<file path="src/design/flash_host_pkg.sv">
package flash_host_pkg;

    // core clock
    localparam int CLK_NS = 10;

    // least times of one bus cycle on the flash pins
    localparam int T_ACC_NS = 70;
    localparam int T_WP_NS = 40;
    localparam int T_HOLD_NS = 20;

    function automatic int cyc_min(int ns);
        int c;
        c = (ns + CLK_NS - 1) / CLK_NS;
        return (c < 1) ? 1 : c;
    endfunction

    localparam logic [3:0] ACC_CYC = 4'(cyc_min(T_ACC_NS));
    localparam logic [3:0] WP_CYC = 4'(cyc_min(T_WP_NS));
    localparam logic [3:0] HOLD_CYC = 4'(cyc_min(T_HOLD_NS));

    // flash address width
    localparam int FA_W = 20;

    // command codes
    localparam logic [7:0] CMD_SUSPEND = 8'hB0;
    localparam logic [7:0] CMD_RESET = 8'hF0;
    localparam logic [7:0] RESUME_RST = 8'h30;

    // status byte layout
    localparam int DATA_POLL_POS = 7;
    localparam int TOGGLE_ONE_POS = 6;
    localparam int TIMING_LIMIT_POS = 5;
    localparam int ERASE_TIMER_POS = 3;
    localparam int TOGGLE_TWO_POS = 2;

    // register offsets
    localparam logic [7:0] CTRL_OFS = 8'h00;
    localparam logic [7:0] ADDR_OFS = 8'h04;
    localparam logic [7:0] WDATA_OFS = 8'h08;
    localparam logic [7:0] CFG_OFS = 8'h0C;
    localparam logic [7:0] STATUS_OFS = 8'h10;

    // field positions
    localparam int CTRL_ABORT_POS = 3;
    localparam int CFG_SEL_POS = 8;
    localparam int ST_BUSY_POS = 0;
    localparam int ST_DONE_POS = 1;
    localparam int ST_RES_POS = 2;
    localparam int ST_RB_POS = 4;
    localparam int ST_DATA_POS = 8;
    localparam int ST_TL_POS = 16;

    localparam logic [1:0] RESP_OKAY = 2'h0;
    localparam logic [1:0] RESP_DECERR = 2'h3;

    typedef enum logic [2:0] {
        OP_NONE, OP_WRITE, OP_READ, OP_TOGGLE,
        OP_POLL, OP_SUSPEND, OP_RESUME, OP_RESET
    } op_t;

    typedef enum logic [1:0] {
        RES_NONE, RES_PASS, RES_FAIL, RES_ABORT
    } res_t;

endpackage

</file>
<file path="src/design/flash_cyc_if.sv">
`timescale 1ns/1ps
interface flash_cyc_if;
    import flash_host_pkg::*;
    logic req;
    logic wr;
    logic [FA_W-1:0] addr;
    logic [7:0] wdata;
    logic done;
    logic [7:0] rdata;

    modport master (output req, wr, addr, wdata, input done, rdata);
    modport slave (input req, wr, addr, wdata, output done, rdata);
endinterface

</file>
<file path="src/design/flash_status_host.sv">
// Behaviour
// RQ1 - host resumes a suspended sector erase by writing the resume command
// RQ2 - device ignores repeated resume, accepts a later suspend
// RQ3 - device runs identification sequence in erase-suspend-read mode
// RQ4 - data-poll bit valid from last write strobe rising edge
// RQ5 - program read shows inverted bit until done, then true bit
// RQ6 - protected program address: busy about 250ns, then array reads
// RQ7 - erase shows data-poll bit 0, then 1 when done or suspended
// RQ8 - host polls at program address, or in a sector being erased
// RQ9 - all selected sectors protected: busy about 1.8us, no erase
// RQ10 - partly protected erase skips protected sectors, their status unreliable
// RQ11 - host re-reads data-poll bit even after timing-limit bit sets
// RQ12 - open-drain ready/busy low while erasing or programming
// RQ13 - ready/busy valid from final write strobe rising edge
// RQ14 - toggle bit one inverts every read while busy
// RQ15 - toggle bit one valid from final write strobe, incl time-out
// RQ16 - toggle bit one stops on suspend, toggles during suspended program
// RQ17 - toggle bit two inverts on reads inside erase-selected sectors
// RQ18 - host starts toggle polling with two back-to-back reads and compares
// RQ19 - still toggling: check timing limit, retest, reset on failure
// RQ20 - host returning to polling restarts from the first read pair
// RQ21 - timing-limit bit reads 1 on pulse-limit overrun; halts till reset
// RQ22 - erase timer bit 0 while accepting sectors, 1 once erase starts
// RQ23 - suspend code is B0h, honoured only in sector erase
// RQ24 - resume command code is a configurable constant
// RQ25 - device returns status byte instead of array data while busy
//
// Register access over AXI4-Lite and the placing of the registers were left to the implementer.
`timescale 1ns/1ps
module flash_status_host
    import flash_host_pkg::*;
(
    // clock and reset
    input logic CORE_CLK,
    input logic ARST_N,
    // axi4-lite write address and data
    input logic [7:0] AWADDR,
    input logic AWVALID,
    output logic AWREADY,
    input logic [31:0] WDATA,
    input logic [3:0] WSTRB,
    input logic WVALID,
    output logic WREADY,
    // axi4-lite write response
    output logic [1:0] BRESP,
    output logic BVALID,
    input logic BREADY,
    // axi4-lite read
    input logic [7:0] ARADDR,
    input logic ARVALID,
    output logic ARREADY,
    output logic [31:0] RDATA,
    output logic [1:0] RRESP,
    output logic RVALID,
    input logic RREADY,
    // flash pins
    output logic CE_N,
    output logic OE_N,
    output logic WE_N,
    output logic [FA_W-1:0] FLASH_ADDR,
    input logic [7:0] DQ_I,
    output logic [7:0] DQ_O,
    output logic DQ_OE,
    input logic READY_BUSY_N
);

    typedef enum logic [3:0] {
        S_IDLE, S_CMD, S_READ, S_T1, S_T2, S_T3, S_P1, S_P2, S_RST
    } mst_t;

    typedef struct packed {
        mst_t st;
        logic [FA_W-1:0] addr;
        logic [7:0] wdata;
        logic [7:0] cmd;
        logic [7:0] resume;
        logic sel_two;
        logic done;
        res_t result;
        logic [7:0] rdata;
        logic prev;
        logic tl_seen;
        logic abort;
        logic rb;
        logic bvalid;
        logic [1:0] bresp;
        logic rvalid;
        logic [31:0] rd;
        logic [1:0] rresp;
    } hst_t;

    localparam hst_t Q_RST = '{st: S_IDLE, result: RES_NONE,
        resume: RESUME_RST, rb: 1'b1, default: '0};

    function automatic logic [31:0] wmask(logic [31:0] old,
                                          logic [31:0] nw,
                                          logic [3:0] strb);
        logic [31:0] r;
        r = old;
        for (int i = 0; i < 4; i++) begin
            if (strb[i]) begin
                r[8*i +: 8] = nw[8*i +: 8];
            end
        end
        return r;
    endfunction

    hst_t q, d;
    logic wr_go;
    logic rd_go;

    flash_cyc_if cyc ();

    flash_cycle u_cycle (
        .clk(CORE_CLK),
        .arst_n(ARST_N),
        .cyc(cyc.slave),
        .ce_n(CE_N),
        .oe_n(OE_N),
        .we_n(WE_N),
        .fa(FLASH_ADDR),
        .dq_i(DQ_I),
        .dq_o(DQ_O),
        .dq_oe(DQ_OE)
    );

    assign wr_go = AWVALID && WVALID && !q.bvalid;
    assign rd_go = ARVALID && !q.rvalid;

    always_comb begin
        logic [31:0] m;
        logic tbit;
        logic tlim;
        logic finish;
        logic clr_done;
        res_t res;
        m = '0;
        tbit = 1'b0;
        tlim = 1'b0;
        finish = 1'b0;
        clr_done = 1'b0;
        res = RES_NONE;
        d = q;
        // pin is sampled on every core clock, during our own bus cycles as well [RQ13]
        d.rb = READY_BUSY_N; // [RQ12]

        // register writes
        if (q.bvalid && BREADY) begin
            d.bvalid = 1'b0;
        end
        if (wr_go) begin
            d.bvalid = 1'b1;
            d.bresp = RESP_OKAY;
            unique case (AWADDR)
                CTRL_OFS: begin
                    if (WSTRB[0] && q.st == S_IDLE) begin
                        d.result = RES_NONE;
                        d.tl_seen = 1'b0;
                        d.abort = 1'b0;
                        unique case (op_t'(WDATA[2:0]))
                            OP_NONE: d.st = S_IDLE;
                            OP_WRITE: begin
                                d.cmd = q.wdata;
                                d.st = S_CMD;
                            end
                            OP_READ: d.st = S_READ;
                            // toggle polling always opens with a fresh pair [RQ20]
                            OP_TOGGLE: d.st = S_T1;
                            OP_POLL: d.st = S_P1;
                            OP_SUSPEND: begin
                                d.cmd = CMD_SUSPEND; // [RQ23]
                                d.st = S_CMD;
                            end
                            OP_RESUME: begin
                                d.cmd = q.resume; // [RQ1] [RQ24]
                                d.st = S_CMD;
                            end
                            OP_RESET: begin
                                d.cmd = CMD_RESET;
                                d.st = S_CMD;
                            end
                        endcase
                    end
                    if (WSTRB[0] && WDATA[CTRL_ABORT_POS]
                        && q.st != S_IDLE) begin
                        d.abort = 1'b1; // [RQ20]
                    end
                end
                ADDR_OFS: begin
                    m = wmask(32'(q.addr), WDATA, WSTRB);
                    d.addr = m[FA_W-1:0]; // [RQ8]
                end
                WDATA_OFS: begin
                    m = wmask(32'(q.wdata), WDATA, WSTRB);
                    d.wdata = m[7:0];
                end
                CFG_OFS: begin
                    m = wmask({23'h0, q.sel_two, q.resume}, WDATA, WSTRB);
                    d.resume = m[7:0]; // [RQ24]
                    d.sel_two = m[CFG_SEL_POS]; // [RQ17]
                end
                STATUS_OFS: begin
                    clr_done = WSTRB[0] && WDATA[ST_DONE_POS];
                end
                default: d.bresp = RESP_DECERR;
            endcase
        end

        // register reads
        if (q.rvalid && RREADY) begin
            d.rvalid = 1'b0;
        end
        if (rd_go) begin
            d.rvalid = 1'b1;
            d.rresp = RESP_OKAY;
            unique case (ARADDR)
                CTRL_OFS: d.rd = 32'(q.st);
                ADDR_OFS: d.rd = 32'(q.addr);
                WDATA_OFS: d.rd = 32'(q.wdata);
                CFG_OFS: d.rd = {23'h0, q.sel_two, q.resume};
                STATUS_OFS: begin
                    d.rd = '0;
                    d.rd[ST_BUSY_POS] = (q.st != S_IDLE);
                    d.rd[ST_DONE_POS] = q.done;
                    d.rd[ST_RES_POS +: 2] = q.result;
                    d.rd[ST_RB_POS] = q.rb;
                    d.rd[ST_DATA_POS +: 8] = q.rdata;
                    d.rd[ST_TL_POS] = q.tl_seen;
                end
                default: begin
                    d.rd = '0;
                    d.rresp = RESP_DECERR;
                end
            endcase
        end

        // polling engine, advanced once per finished bus cycle
        tbit = q.sel_two ? cyc.rdata[TOGGLE_TWO_POS]
                         : cyc.rdata[TOGGLE_ONE_POS];
        tlim = cyc.rdata[TIMING_LIMIT_POS]; // [RQ21]
        if (cyc.done) begin
            d.rdata = cyc.rdata;
            unique case (q.st)
                S_IDLE: d.st = S_IDLE;
                S_CMD: begin
                    finish = 1'b1;
                    res = RES_PASS;
                end
                S_READ: begin
                    finish = 1'b1;
                    res = RES_PASS;
                end
                S_T1: begin
                    d.prev = tbit; // [RQ18]
                    d.st = S_T2;
                end
                S_T2: begin
                    d.prev = tbit;
                    if (tbit == q.prev) begin
                        finish = 1'b1; // [RQ18]
                        res = RES_PASS;
                    end else if (tlim) begin
                        d.tl_seen = 1'b1;
                        d.st = S_T3; // [RQ19]
                    end
                end
                S_T3: begin
                    if (tbit == q.prev) begin
                        finish = 1'b1;
                        res = RES_PASS;
                    end else begin
                        d.st = S_RST; // [RQ19]
                    end
                end
                S_P1: begin
                    // expected bit is bit 7 of the written byte in wdata, for erase as for program
                    if (cyc.rdata[DATA_POLL_POS] == q.wdata[DATA_POLL_POS])
                    begin
                        finish = 1'b1; // [RQ5] [RQ7]
                        res = RES_PASS;
                    end else if (tlim) begin
                        d.tl_seen = 1'b1;
                        d.st = S_P2; // [RQ11]
                    end
                end
                S_P2: begin
                    // the poll bit may flip just as the limit bit sets
                    if (cyc.rdata[DATA_POLL_POS] == q.wdata[DATA_POLL_POS])
                    begin
                        finish = 1'b1; // [RQ11]
                        res = RES_PASS;
                    end else begin
                        d.st = S_RST;
                    end
                end
                S_RST: begin
                    finish = 1'b1; // [RQ19]
                    res = RES_FAIL;
                end
            endcase
            // abort waits for the running pin cycle to close cleanly
            if (q.abort && !finish) begin
                finish = 1'b1;
                res = RES_ABORT;
            end
        end
        if (finish) begin
            d.st = S_IDLE;
            d.result = res;
            d.abort = 1'b0;
        end
        // a finish in the clearing cycle keeps the flag set
        d.done = finish || (q.done && !clr_done);
    end

    always_ff @(posedge CORE_CLK or negedge ARST_N) begin
        if (!ARST_N) begin
            q <= Q_RST;
        end else begin
            q <= d;
        end
    end

    // bus cycle requests
    assign cyc.req = (q.st != S_IDLE);
    assign cyc.wr = (q.st == S_CMD) || (q.st == S_RST);
    assign cyc.wdata = (q.st == S_RST) ? CMD_RESET : q.cmd;
    assign cyc.addr = q.addr;

    // axi4-lite handshakes
    assign AWREADY = wr_go;
    assign WREADY = wr_go;
    assign BVALID = q.bvalid;
    assign BRESP = q.bresp;
    assign ARREADY = !q.rvalid;
    assign RVALID = q.rvalid;
    assign RDATA = q.rd;
    assign RRESP = q.rresp;

endmodule // flash_status_host

</file>
<file path="src/design/flash_cycle.sv">
`timescale 1ns/1ps
module flash_cycle
    import flash_host_pkg::*;
(
    // clock and reset
    input logic clk,
    input logic arst_n,
    // request side
    flash_cyc_if.slave cyc,
    // flash pins
    output logic ce_n,
    output logic oe_n,
    output logic we_n,
    output logic [FA_W-1:0] fa,
    input logic [7:0] dq_i,
    output logic [7:0] dq_o,
    output logic dq_oe
);

    typedef enum logic [1:0] {C_IDLE, C_SETUP, C_STROBE, C_HOLD} cst_t;

    typedef struct packed {
        cst_t st;
        logic wr;
        logic [3:0] cnt;
        logic ce_n;
        logic oe_n;
        logic we_n;
        logic oe;
        logic [FA_W-1:0] fa;
        logic [7:0] dq;
        logic [7:0] rd;
        logic done;
    } cyc_t;

    localparam cyc_t C_RST = '{st: C_IDLE, ce_n: 1'b1, oe_n: 1'b1,
        we_n: 1'b1, default: '0};

    cyc_t q, d;

    always_comb begin
        d = q;
        d.done = 1'b0;
        unique case (q.st)
            C_IDLE: begin
                // the done cycle still sees the old request, so skip it
                if (cyc.req && !q.done) begin
                    d.st = C_SETUP;
                    d.wr = cyc.wr;
                    d.fa = cyc.addr;
                    d.dq = cyc.wdata;
                    d.oe = cyc.wr;
                    d.ce_n = 1'b0;
                end
            end
            C_SETUP: begin
                d.st = C_STROBE;
                d.oe_n = q.wr;
                d.we_n = !q.wr;
                d.cnt = q.wr ? WP_CYC : ACC_CYC;
            end
            C_STROBE: begin
                d.cnt = q.cnt - 4'h1;
                if (q.cnt == 4'h1) begin
                    d.st = C_HOLD;
                    d.rd = q.wr ? q.rd : dq_i;
                    d.oe_n = 1'b1;
                    d.we_n = 1'b1;
                    d.cnt = HOLD_CYC;
                end
            end
            C_HOLD: begin
                // chip select high ends each read cycle on its own [RQ14]
                d.cnt = q.cnt - 4'h1;
                if (q.cnt == 4'h1) begin
                    d.st = C_IDLE;
                    d.ce_n = 1'b1;
                    d.oe = 1'b0;
                    d.done = 1'b1;
                end
            end
        endcase
    end

    always_ff @(posedge clk or negedge arst_n) begin
        if (!arst_n) begin
            q <= C_RST;
        end else begin
            q <= d;
        end
    end

    assign cyc.done = q.done;
    assign cyc.rdata = q.rd;
    assign ce_n = q.ce_n;
    assign oe_n = q.oe_n;
    assign we_n = q.we_n;
    assign fa = q.fa;
    assign dq_o = q.dq;
    assign dq_oe = q.oe;

endmodule // flash_cycle

</file>
<file path="config.mk">
export PLATFORM = sky130hd
export DESIGN_NAME = flash_status_host
export DESIGN_NICKNAME = d
export VERILOG_FILES = /design/src/design/flash_host_pkg.sv /design/src/design/flash_cyc_if.sv /design/src/design/flash_status_host.sv /design/src/design/flash_cycle.sv
export SDC_FILE = /design/constraint.sdc
export NUM_CORES = 1
export LEC_CHECK = 0
export ABC_AREA = 1
export BUFFER_PORTS_ARGS = -buffer_cell sky130_fd_sc_hd__buf_2
export CORE_ASPECT_RATIO = 2
export CORE_MARGIN = 4
export CORE_UTILIZATION = 27
export DETAILED_ROUTE_END_ITERATION = 16
export SYNTH_ARGS = -nofsm -noshare
export SYNTH_HDL_FRONTEND = slang
export SYNTH_SLANG_ARGS = --single-unit
</file>
<file path="constraint.sdc">
create_clock -name CORE_CLK -period 1.7 [get_ports CORE_CLK]
set_input_delay 0.34 -clock CORE_CLK [delete_from_list [all_inputs] [get_ports CORE_CLK]]
set_output_delay 0.34 -clock CORE_CLK [all_outputs]
set_load 0.05 [all_outputs]
</file>
* Word level (Yosys, flattened, before mapping)
Cells that the tools add are included.
** Word-level totals
- Register bits :: 150
- Input bits :: 68
- Output and inout bits :: 73
- Word-level logic and storage cells :: 201
** Cells by class
- Add/sub/neg operators :: 1
- Equality and inequality tests :: 32
- Muxes and demuxes :: 77
- Bitwise gates (word level) :: 1
- Reductions and logical operators :: 59
** Operators by type and width (number)
- case mux 20 bit (5 select lines) :: 1
- 2-to-1 mux 8 bit :: 8
- 2-to-1 mux 49 bit :: 1
- 2-to-1 mux 4 bit :: 12
- 2-to-1 mux 35 bit :: 1
- AND reduction 3 bit :: 11
- equality test 8 x 4 -> 1 bit, second input constant :: 4
- case mux 8 bit (4 select lines) :: 1
- 2-to-1 mux 29 bit :: 1
- 2-to-1 mux 2 bit :: 14
- 2-to-1 mux 1 bit :: 24
- case mux 4 bit (6 select lines) :: 1
- 2-to-1 mux 20 bit :: 1
- case mux 4 bit (5 select lines) :: 1
- equality test 4 x 3 -> 1 bit, second input constant :: 4
- equality test 8 x 3 -> 1 bit, second input constant :: 2
- equality test 8 x 5 -> 1 bit, second input constant :: 2
- zero test 8 bit :: 2
- case mux 2 bit (4 select lines) :: 2
- nonzero test 2 bit :: 7
- equality test 3 bit, second input constant :: 4
- logical AND 1 bit :: 12
- case mux 4 bit (3 select lines) :: 1
- OR reduction 5 bit :: 2
- other kinds (28) :: 51

* Logic depth before layout (Yosys ltp)
- Word-level depth :: 11
- Mapped depth :: 10
- Gate-level depth less buffers :: 10

* Hierarchy
A second synthesis with hierarchy kept.
** Second synthesis, totals
- Cells, all modules :: 813
- Area, all modules :: 7252.0 µm²
** By module, submodules not included
- flash_status_host :: instances 1, cells an instance 600, area each 4833.4 µm², sequential area each 2205.9 µm²
- flash_cycle :: instances 1, cells an instance 213, area each 2418.6 µm², sequential area each 1204.9 µm²

* Worst setup path after synthesis
No wires, ideal clock.
- Kind :: reg2out
- From :: register q, in the netlist BVALID
- To :: output WREADY
- Data arrival time :: 1.544 ns
- Required time :: 1.360 ns
- Slack :: -0.184 ns
- Stages on the path, launching flop included :: 5
- Path buffers :: 1
- Path through :: dfrtp_1 inv_1 nand3_1 inv_1 buf_4
** Between the ends
- Longest elaborated chain between the ends :: 2
** Ends and longest elaborated chain
- start, declared :: RTL line flash_status_host.sv:108 : hst_t q, d;
- start signal, assigned :: RTL line flash_status_host.sv:318 : q <= Q_RST;
- start signal, assigned :: RTL line flash_status_host.sv:320 : q <= d;
- zero test 1 bit :: RTL line flash_status_host.sv:127 : assign wr_go = AWVALID && WVALID && !q.bvalid;
- logical AND 1 bit :: RTL line flash_status_host.sv:127
- end, declared :: RTL line flash_status_host.sv:43 : output logic WREADY,
Every way passes these cells.

* Final worst setup path
- From :: register q, in the netlist BVALID
- To :: output AWREADY
** Between the ends
- Longest elaborated chain between the ends :: 2
** Ends and longest elaborated chain
- zero test 1 bit :: RTL line flash_status_host.sv:127
- logical AND 1 bit :: RTL line flash_status_host.sv:127
- end, declared :: RTL line flash_status_host.sv:39 : output logic AWREADY,
Every way passes these cells.

==> impl_metrics.toml <==
[setup_path]
setup.worst_path.class = "reg2out"
critical_path.reg2reg.startpoint = "q[101]"
startpoint = "BVALID"
endpoint_kind = "output port"
worst-path-max-fanout = 4
cpMaxStageDelayCell = "dfrtp_2"
path_cells = "inv_2, nand3_2, clkinvlp_4, buf_8"
required_ns = 1.36
cpPeakStageDelay_ns = 0.41
cpLargestDelayFamily = "flip-flops"
critical_path.startpoint_type = "flop"
critical_path_buf_inv_count = 3
cp_data_arrival_time_ns = 1.29

[drt]
wl_met2_mm = 10.2
route.final.wire_length_mm = 18.7
route.detailed.wl_per_inst_um = 14.7
drtIter0Drc = 248
route.antenna.remaining_nets = 0
met1_length_mm = 6.98
routed_via_density = 4.40
detail_route.drc_violations = 0
first_pass_iters = 5
route.vias.total = 5593
highest_layer = "met4"
met3WireLength_um = 841

[layout]
post_route_cells_drive_above_1_share_pct = 28.1
syn_to_final_growth_pct = 20.5
most_common_cell_after_layout_fill_and_taps_aside = "nand2_1"
num-nets-final = 992
layout.cells.most_common_list = "208 x nand2_1, 128 x dfrtp_1, 112 x buf_2"
layout.core_utilization_pct = 33.0

[logic_synthesis]
synth.cell_area_mm2 = 0.00702
synth_compound_area_share_pct = 11.1
synth_adder_area_share_pct = 1.07
syn_inst = 825
ys_types = 41
synthesis.area_per_instance_um2 = 8.50
synth_xor_area_share_pct = 0.125
yosys.area_share.simple_pct = 24.4
synth_top_family_by_area = "simple AND/OR/NAND/NOR gates"
ys_ff_latch = 136
yosysWarningCount = 0
synth_seq_area_share_pct = 48.6
synth_mux_area_share_pct = 0.749

[floorplanning]
die_area_mm2 = 0.0288
ios = 141
initial_core_util_pct = 27.3
coreArea_mm2 = 0.0257
die_height_um = 236
core.rowCount = 83
die-width_um = 122

[min_path]
timing.hold.worst.start = "BREADY"
worstHoldPathType = "in2reg"

[power]
cell_int_power_w = 0.00689
largest_voltage_drop_on_the_vdd_net_mv = 0.737
clock_power_share_pct = 37.6
power.combinational.fraction_pct = 24.8
sw_frac_of_total_pct = 33.8
p_seq_share_pct = 37.6
power.density_cell_area_mw_per_mm2 = 1230
leakage_power_figure_nw = 4.28
total_switching_power_w = 0.00351

[global_routing]
grt_antenna_before_repair = 1
grt.overflow.total = 0
grt_pass1_wl_mm = 29.8
maximum_number_of_pins_on_one_net_before_global_route_repair = 44
gr-usage-all-layers_pct = 13.5
grt_pass1_vias = 5642

[placement]
pre_cts_ws_ns = 0.0643
hpwlAfterDp_mm = 14.8
globalplace.congestion = 0.929
port_buffers = 115

[sta]
whs_ns = 0.0797
final_min_period_over_clock_period_pct = 96.0
final_hold_vios = 0
final_period_minus_worst_setup_slack_ns = 1.63
fin_skew_ns = 0.00914
setup_slack_ns = 0.0678
grt_setup_unrepaired = "no"
setup_viol = 0
maxClockFrequency_mhz = 613
slew_violations = 0

[clocking]
insertion_delay_ns = 0.43
ctsLongestPathBuffers = 2
clock_sink_count = 136
cts.clk_slew.worst_paths_ns = 0.06
cts_buffers = 17
cts_tree = "done"
clockRootBuffer = "clkbuf_16"
cts_max_level = 4

[outcome]
status = "complete, no violations"

[job]
max_cap_viol_count = 0
[Yosys cell counts (all sizes together)]
| master | count | share of area [%] |
|---|---|---|
| xor2 | 1 | 0.12 |
| nand4 | 11 | 1.2 |
| nor3b | 1 | 0.11 |
| mux2 | 4 | 0.75 |
| nor2 | 64 | 4.1 |
| nand2 | 218 | 12 |
| nand3b | 1 | 0.11 |
| o221ai | 1 | 0.12 |
| a31oi | 2 | 0.18 |
| conb | 1 | 0.053 |
| nand3 | 74 | 5.5 |
| dfrtp | 130 | 46 |
| a22oi | 4 | 0.43 |
| buf | 85 | 9.2 |
| o31ai | 3 | 0.54 |
| ha | 6 | 1.1 |
| o22ai | 11 | 0.98 |
| a21oi | 21 | 1.5 |
| o21ai | 80 | 7.0 |
| o211ai | 2 | 0.21 |
| nor4 | 1 | 0.30 |
| dfstp | 6 | 2.2 |
| inv | 83 | 4.4 |
| a41oi | 1 | 0.12 |
| clkbuf | 5 | 0.27 |
| nor3 | 8 | 0.80 |
| or2 | 1 | 0.089 |
[path summary, 6_finish.rpt]
kind	to	slack [ns]	cells past startpoint
min reg2reg	u_cycle.fa[2]	0.46	2
min	BVALID	0.08	2
min in group asynchronous	u_cycle.cyc.rdata[0]	0.36	2
max	AWREADY	0.07	4
max reg2reg	q[99]	0.11	8
max in group asynchronous	u_cycle.fa[4]	0.73	3
[sequential cells by signal, summed over array words and instances, names as in the netlist, 7 cells and up]
signal / count
cyc.addr: 20
u_cycle.cyc.rdata: 8
u_cycle.fa: 20
u_cycle.dq_o: 8
u_cycle.q: 7
q: 44
RDATA: 20
[what timing repair did]
| item | CTS | global route |
|---|---|---|
| pin swaps | 0 | 0 |
| gates resized for setup | 3 | 10 |
| cloned | 0 | 0 |
| endpoints found under the setup margin | 2 | 14 |
| hold buffers | 2 | 0 |
| endpoints found under the hold margin | 30 | 0 |
| setup buffers | 1 | 1 |
[power groups by stage]
stage	clock, W	combinational, W	sequential (W)
6_report	0.00391	0.00258	0.00391
5_1_grt	0.00414	0.00286	0.00396
4_1_cts	0.00400	0.00260	0.00391
3_5_place_dp	0	0.00258	0.00396
3_3_place_gp	0	0.00254	0.00395
2_1_floorplan	0	0.00199	0.00403
[per-layer routing]
layer  global-route usage (%)  vias to the layer above
li1                         -                     2780
met4                     6.12                        0
met3                     2.95                       35
met1                     14.1                     2631
met5                        0                        -
met2                     25.1                      147
[layout make-up]
type	count	area [µm²]
clock buffers	20	447
flip-flops and latches	136	3410
fillers	2712	17200
repair buffers	153	980
clock inverters	12	176
well taps	340	425
diodes	1	2.50
inverters	83	319
multi-input cells	527	2690
[stage by stage]
| step | instance area [µm²] | power (W) | setup TNS [ns] | std cells |
|---|---|---|---|---|
| 2_1_floorplan | 7070 | 0.00602 | -0.0411 | 836 |
| 4_1_cts | 8410 | 0.0105 | -0.0261 | 1270 |
| 3_5_place_dp | 7750 | 0.00654 | 0 | 1235 |
| 3_3_place_gp | 7750 | 0.00648 | 0 | 1235 |
| 5_1_grt | 8450 | 0.0110 | 0 | 1271 |
| 6_report | 8450 | 0.0104 | 0 | 1272 |
[cell families after synthesis]
logic type	Yosys count
AO/OA/AOI/OAI	125
XOR/XNOR	1
adder cells (fa/ha/maj)	6
buffers and inverters	173
flip-flops	136
multiplexers	4
other	1
AND/OR/NAND/NOR	379
(Power assumes the default switching activity.)
